`config.mk`:
```
export PLATFORM = sky130hd
export DESIGN_NAME = fcd_clock_divider
export DESIGN_NICKNAME = d
export VERILOG_FILES = /design/src/core/fcd_clock_divider.v
export VERILOG_INCLUDE_DIRS = /design/src /design/src/core
export SDC_FILE = /design/constraint.sdc
export NUM_CORES = 1
export LEC_CHECK = 0
export ABC_CLOCK_PERIOD_IN_PS = 3200
export BUFFER_PORTS_ARGS = -buffer_cell sky130_fd_sc_hd__clkbuf_2
export CAP_MARGIN = 25
export CORE_MARGIN = 8
export CORE_UTILIZATION = 50
export DETAILED_ROUTE_END_ITERATION = 7
export PLACE_DENSITY_LB_ADDON = 0.25
export SKIP_CTS_REPAIR_TIMING = 1
export SLEW_MARGIN = 20
export SYNTH_ARGS = -nofsm -noshare
export SYNTH_HDL_FRONTEND = slang
export SYNTH_SLANG_ARGS = --single-unit
```
`constraint.sdc`:
```
create_clock -name ref_clk_i -period 3.2 [get_ports ref_clk_i]
set_input_delay 0.48 -clock ref_clk_i [delete_from_list [all_inputs] [get_ports ref_clk_i]]
set_output_delay 0.48 -clock ref_clk_i [all_outputs]
set_load 0.01 [all_outputs]
```
`src/core/fcd_consts.vh`:
```
// register map, field layout and timing constants of the clock divider
`ifndef FCD_CONSTS_VH
`define FCD_CONSTS_VH

`define FCD_CTRL_ADDR      4'h0
`define FCD_LOADED_BIT     7
`define FCD_PRESCALE_BIT   6
`define FCD_DIV_MSB        5
`define FCD_DIV_LSB        0
`define FCD_DIV_W          6
`define FCD_CTRL_RESET     8'h00
`define FCD_PRE_RATIO      3'h7
`define FCD_RESP_OKAY      2'h0
`define FCD_RESP_SLVERR    2'h2

`endif

```
`src/core/fcd_clock_divider.v`:
```
// write-once memory timing clock divider with AXI4-Lite register access
`timescale 1ns/1ps
`default_nettype none
`include "fcd_consts.vh"

// Overview of operation
// - bit 7 is a read-only loaded flag, cleared by reset, writes ignored.
// - bits 6..0 readable always, writable only once after each reset.
// - first write with byte lane 0 enabled after reset sets the loaded flag regardless of data.
// - erase and program are blocked until the loaded flag is set.
// - bit 6 selects bus clock or bus clock divided by eight.
// - selected input is divided by the 6-bit divisor field plus one.
// - each timing pulse lasts one bus clock cycle, once per derived clock period.
// - sequencer times operations as whole numbers of timing pulses.
module fcd_clock_divider (
   input  wire        ref_clk_i,
   input  wire        rst_i,
   input  wire [3:0]  s_axi_awaddr_i,
   input  wire        s_axi_awvalid_i,
   output wire        s_axi_awready_o,
   input  wire [31:0] s_axi_wdata_i,
   input  wire [3:0]  s_axi_wstrb_i,
   input  wire        s_axi_wvalid_i,
   output wire        s_axi_wready_o,
   output reg  [1:0]  s_axi_bresp_o,
   output reg         s_axi_bvalid_o,
   input  wire        s_axi_bready_i,
   input  wire [3:0]  s_axi_araddr_i,
   input  wire        s_axi_arvalid_i,
   output wire        s_axi_arready_o,
   output reg  [31:0] s_axi_rdata_o,
   output reg  [1:0]  s_axi_rresp_o,
   output reg         s_axi_rvalid_o,
   input  wire        s_axi_rready_i,
   output reg         memory_timing_clock_o,
   output reg         timing_pulse_o,
   output wire        prog_erase_enable_o
);

   reg                   divisor_loaded_flag_q;
   reg                   prescale_by_eight_sel_q;
   reg [`FCD_DIV_W-1:0]  divisor_q;
   reg                   aw_held_q;
   reg [3:0]             aw_addr_q;
   reg                   w_held_q;
   reg [31:0]            w_data_q;
   reg [3:0]             w_strb_q;
   reg [2:0]             pre_cnt_q;
   reg [`FCD_DIV_W-1:0]  div_cnt_q;
   reg [2:0]             pre_cnt_d;
   reg [`FCD_DIV_W-1:0]  div_cnt_d;
   reg                   clk_level_d;
   reg                   divisor_loaded_flag_d;
   reg                   prescale_by_eight_sel_d;
   reg [`FCD_DIV_W-1:0]  divisor_d;

   localparam [3:0] CTRL_ADDR = `FCD_CTRL_ADDR;

   // word decode shared by both channels, byte lane bits ignored
   function fcd_ctrl_hit;
      input [3:0] addr;
      begin
         fcd_ctrl_hit = addr[3:2] == CTRL_ADDR[3:2];
      end
   endfunction

   // level of the derived clock for a given divider phase: high for
   // the first half of the period, rounded up, so at divide by one
   // it stays high; ten bits cover the longest period of 512
   function fcd_clk_high;
      input                  pre_sel;
      input [2:0]            pre_val;
      input [`FCD_DIV_W-1:0] div_val;
      input [`FCD_DIV_W-1:0] div_max;
      reg   [9:0]            phase;
      reg   [9:0]            period;
      reg   [9:0]            half;
      begin
         if (pre_sel) begin
            phase  = {1'b0, div_val, pre_val};
            period = {{1'b0, div_max} + 7'h01, 3'h0};
         end else begin
            phase  = {4'h0, div_val};
            period = {3'h0, {1'b0, div_max} + 7'h01};
         end
         half         = (period + 10'h001) >> 1;
         fcd_clk_high = phase < half;
      end
   endfunction

   wire [7:0] ctrl_rd = {divisor_loaded_flag_q, prescale_by_eight_sel_q,
                         divisor_q};

   // address and data may arrive in either order; each is latched once
   assign s_axi_awready_o = !aw_held_q && !s_axi_bvalid_o;
   assign s_axi_wready_o  = !w_held_q && !s_axi_bvalid_o;
   assign s_axi_arready_o = !s_axi_rvalid_o;

   wire       aw_now   = aw_held_q | s_axi_awvalid_i;
   wire       w_now    = w_held_q | s_axi_wvalid_i;
   wire [3:0] wa       = aw_held_q ? aw_addr_q : s_axi_awaddr_i;
   wire [31:0] wd      = w_held_q ? w_data_q : s_axi_wdata_i;
   wire [3:0] ws       = w_held_q ? w_strb_q : s_axi_wstrb_i;
   wire       wr_fire  = aw_now && w_now && !s_axi_bvalid_o;
   wire       wr_hit   = fcd_ctrl_hit(wa);
   // a write whose low lane is masked does not count as the write
   wire       ctrl_wr  = wr_fire && wr_hit && ws[0];

   always @(posedge ref_clk_i) begin
      if (rst_i) begin
         aw_held_q      <= 1'b0;
         aw_addr_q      <= 4'h0;
         w_held_q       <= 1'b0;
         w_data_q       <= 32'h0000_0000;
         w_strb_q       <= 4'h0;
         s_axi_bvalid_o <= 1'b0;
         s_axi_bresp_o  <= `FCD_RESP_OKAY;
      end else begin
         if (wr_fire) begin
            aw_held_q      <= 1'b0;
            w_held_q       <= 1'b0;
            s_axi_bvalid_o <= 1'b1;
            s_axi_bresp_o  <= wr_hit ? `FCD_RESP_OKAY : `FCD_RESP_SLVERR;
         end else begin
            if (s_axi_awvalid_i && s_axi_awready_o) begin
               aw_held_q <= 1'b1;
               aw_addr_q <= s_axi_awaddr_i;
            end
            if (s_axi_wvalid_i && s_axi_wready_o) begin
               w_held_q <= 1'b1;
               w_data_q <= s_axi_wdata_i;
               w_strb_q <= s_axi_wstrb_i;
            end
            if (s_axi_bvalid_o && s_axi_bready_i)
               s_axi_bvalid_o <= 1'b0;
         end
      end
   end

   // configuration next state: only the first counted write lands,
   // the flag itself is the lock, so no separate write-once bit
   always @* begin
      divisor_loaded_flag_d   = divisor_loaded_flag_q;
      prescale_by_eight_sel_d = prescale_by_eight_sel_q;
      divisor_d               = divisor_q;
      if (ctrl_wr && !divisor_loaded_flag_q) begin
         divisor_loaded_flag_d   = 1'b1;
         prescale_by_eight_sel_d = wd[`FCD_PRESCALE_BIT];
         divisor_d               = wd[`FCD_DIV_MSB:`FCD_DIV_LSB];
      end
   end

   // configuration register
   always @(posedge ref_clk_i) begin
      if (rst_i) begin
         {divisor_loaded_flag_q, prescale_by_eight_sel_q,
          divisor_q}             <= `FCD_CTRL_RESET;
      end else begin
         divisor_loaded_flag_q   <= divisor_loaded_flag_d;
         prescale_by_eight_sel_q <= prescale_by_eight_sel_d;
         divisor_q               <= divisor_d;
      end
   end

   // read channel
   always @(posedge ref_clk_i) begin
      if (rst_i) begin
         s_axi_rvalid_o <= 1'b0;
         s_axi_rdata_o  <= 32'h0000_0000;
         s_axi_rresp_o  <= `FCD_RESP_OKAY;
      end else if (s_axi_arvalid_i && s_axi_arready_o) begin
         s_axi_rvalid_o <= 1'b1;
         if (fcd_ctrl_hit(s_axi_araddr_i)) begin
            s_axi_rdata_o <= {24'h000000, ctrl_rd};
            s_axi_rresp_o <= `FCD_RESP_OKAY;
         end else begin
            s_axi_rdata_o <= 32'h0000_0000;
            s_axi_rresp_o <= `FCD_RESP_SLVERR;
         end
      end else if (s_axi_rvalid_o && s_axi_rready_i) begin
         s_axi_rvalid_o <= 1'b0;
      end
   end

   // divider: prescale tick feeds a divide-by-(N+1) counter
   wire pre_tick = !prescale_by_eight_sel_q ||
                   (pre_cnt_q == `FCD_PRE_RATIO);
   wire div_wrap = pre_tick && (div_cnt_q == divisor_q);

   always @* begin
      pre_cnt_d = 3'h0;
      if (prescale_by_eight_sel_q)
         pre_cnt_d = pre_cnt_q + 3'h1;
      div_cnt_d = div_cnt_q;
      if (div_wrap)
         div_cnt_d = {`FCD_DIV_W{1'b0}};
      else if (pre_tick)
         div_cnt_d = div_cnt_q + {{(`FCD_DIV_W-1){1'b0}}, 1'b1};
      // judged on the next phase so the clock rises with the pulse
      clk_level_d = fcd_clk_high(prescale_by_eight_sel_q, pre_cnt_d,
                                 div_cnt_d, divisor_q);
   end

   always @(posedge ref_clk_i) begin
      if (rst_i) begin
         pre_cnt_q             <= 3'h0;
         div_cnt_q             <= {`FCD_DIV_W{1'b0}};
         memory_timing_clock_o <= 1'b0;
         timing_pulse_o        <= 1'b0;
      end else begin
         pre_cnt_q             <= pre_cnt_d;
         div_cnt_q             <= div_cnt_d;
         // one bus-clock strobe per derived period, the unit the
         // sequencer counts; the clock level is secondary beside it
         timing_pulse_o        <= div_wrap;
         memory_timing_clock_o <= clk_level_d;
      end
   end

   // the sequencer relies on this gate, software must load first
   assign prog_erase_enable_o = divisor_loaded_flag_q;

endmodule // fcd_clock_divider
`default_nettype wire

```
==> run metrics <==
final hold vios=0; worst endpoint data arrival time=between 3 and 4 ns; total CTS buffers=5; Rows=26; Multi-input gate area=between 1000 and 1500 sq um; die width=~90 um; first-pass GRT wire length=just under 9000 um; dpl cell area=around 2700 sq um; sequential group share of total power=a little under half; pwr dens=between 400 and 500 nW/um^2; DR WL/cell=between 10 and 15 um; post-route ant nets=0; vias in the first global route=around 1900; top-count cell post-synth=nor2_1; Worst-Skew Late Latency=~0.30 ns; Gate Count Post-Synth=roughly 290; Power Internal=~0.0009 W; maximum vdd drop=0.284 mV; Async S/R FF share, synth=0%; n_diodes=0; initial antenna violation count=0; prevailing post-synth register cell=dfxtp_1; Req. time, crit path=around 3.4 ns; clk sink count=between 40 and 50; Critical Path Most Common Cell=ha_1; Leak=1.43 nW; Mapped Area=between 2000 and 3000 sq um; clock group share of total power=a little under two fifths; Setup Total Neg Slack=0 ns; grt ovf=0; CP Class=reg -> reg; largest net degree at the start of global routing=39; Residual DRC=0; Reg area=861 sq um; detailed placer's ending HPWL=approximately 4000 um; Setup-failing EPs final=0; Slew Limit Fails=0; Initial Utilization=approximately half; synth top area cells=dfxtp_1 34%, buf_4 7.9%, mux2i_1 7.8%, nor2_1 7.0%, ha_1 6.3%; Max-slew headroom=between 40% and 50%; CTS tree=done; Final Wtd Congestion=0.805; clock-pin slew on the worst setup and hold paths=roughly 0.09 ns; delay-heaviest family, CP=compound AO/OA/AOI/OAI gates; skew final=approximately 0.0074 ns; synthesis-stage register bit count=43; final period demand of the worst path=between 2 and 3 ns; critical path peak fanout=4; Yosys top cell by area=dfxtp_1; WL final=5340 um; Worst Hold Slack=around 0.35 ns; clk root buf=clkbuf_8; DR pass1 iterations=4; # fillers=490; sequential share of the synthesized area=33.6%; max-cap viol count=0; Slowest Stage Delay on Critical Path=between 0.3 and 0.4 ns; Die ar.=~7700 sq um; WP buf/inv=0; Comb pwr share=about 16%; Least-Margin Pin Slew=0.768 ns; Post-synth EDFFs=0; crit path max-delay cell type=dfxtp_1; core area=~5000 sq um; Total Routing Usage GR=14.3%; DR iter-0 viols=60; Via density=between 4 and 5; Avg Synthesized Cell Area=8.78 sq um; Layout Nets=between 300 and 400; number of buffers added on ports=36; worst hold-check path type=in -> reg; Tcrit/Tclk final=93.7%; Sw Share=between 20% and 30%; Area Overhead vs Synth=10.9%; CP Launch Type=flop; crit path capture type=flop; fmax=approximately 0.33 GHz; CP cell instances=ha_1 -> ha_1 -> nand2b_1 -> and4_1 -> and3_4 -> xor2_1 -> o211a_1 -> ha_1 -> a21oi_1 -> o22ai_1 -> o211a_1 -> a2111oi_1 -> o31a_1; die height=between 80 and 90 um; CTS H-tree depth=2; RSZ-0062 raised after global routing=false; top-area cell type share of the netlist area=~34%; sw power=around 0.00034 W; Yosys Warn Count=0; Max Buffers Root-to-Sink=2; Netlist cell types=47; most instantiated cells after synthesis=48 x nor2_1, 43 x dfxtp_1, 27 x buf_4, 20 x mux2i_1, 16 x nand2_1; Design Area, Final=2840 sq um; Vias=just under 2000; I/O pin cnt=95; status=complete, no violations; ratio of cells with drive above 1 in the final layout=a little over a fifth
## cell families after synthesis
logic type / share of synthesized area, %
adder cells (fa/ha/maj): 6.35
AND/OR/NAND/NOR: 18.4
XOR/XNOR: 7.52
AO/OA/AOI/OAI: 10.4
multiplexers: 11.8
buffers and inverters: 11.8
other: 0.146
flip-flops: 33.6
## per-stage QoR
stage | setup slack [ns] | util [%] | std cells | power (W)
after floorplan | 0.301 | - | 317 | 0.000760
after global placement | 0.115 | 53.9 | 390 | 0.000792
after detailed placement | 0.119 | 53.9 | 390 | 0.000795
after CTS | 0.124 | 56.3 | 398 | 0.00125
after global routing | 0.00232 | 56.4 | 398 | 0.00130
final | 0.201 | 56.4 | 398 | 0.00124
## sequential cells by signal, summed over array words and instances (netlist names), 2 cells and up
name,cells
w_data_q,7
s_axi_rdata_o,8
divisor_q,6
aw_addr_q,2
div_cnt_q,6
pre_cnt_q,3
## metal layers
layer  vias to the layer above  global-route usage [%]  part of all wire, %
met5                         -                       0                    0
met4                         0                    3.28                 0.99
met3                         7                    3.66                  5.6
met2                        44                    25.1                   48
met1                       911                    17.0                   45
li1                       1019                       -                    -
## power by group through the flow
stage / logic (W) / registers, W / clock network, W
finish: 0.000198 / 0.000585 / 0.000457
global placement: 0.000195 / 0.000597 / 0
floorplan: 0.000168 / 0.000592 / 0
detailed placement: 0.000197 / 0.000598 / 0
global route: 0.000222 / 0.000590 / 0.000484
CTS: 0.000199 / 0.000585 / 0.000464
## final timing paths
kind	startpoint	endpoint	slack, ns	cells past startpoint
worst max-delay path	pre_cnt_q[0]	memory_timing_clock_o	0.20	13
worst min-delay path	s_axi_rready_i	s_axi_rvalid_o	0.35	2
worst max register to register	pre_cnt_q[0]	memory_timing_clock_o	0.20	13
worst min register to register	s_axi_rvalid_o	s_axi_rvalid_o	0.49	1
## layout by cell type (no fill, tap or decap), drive strengths merged, types with 2 or more instances in the layout
cell	instances
nor3	6
nand2	16
and3	3
o211a	2
clkbuf	42
nor2b	3
buf	10
inv	7
mux2	9
nand4	4
nand3b	3
nor2	48
o31a	2
mux2i	20
xor2	15
a22oi	8
a2111oi	2
ha	13
dfxtp	43
o22ai	2
a21oi	8
a21boi	2
xnor2	7
nand2b	5
nand3	5
and2	2
o21ai	4
conb	26
## area by class of cell
cell class	instances	share of cell area, %
Clock buffer	6	2.91
Inverter	6	0.793
Sequential cell	43	30.3
Timing Repair Buffer	46	8.98
Clock inverter	2	1.37
Tap cell	70	3.08
Multi-Input combinational cell	225	52.6
Power figures use the tool's default switching activity.
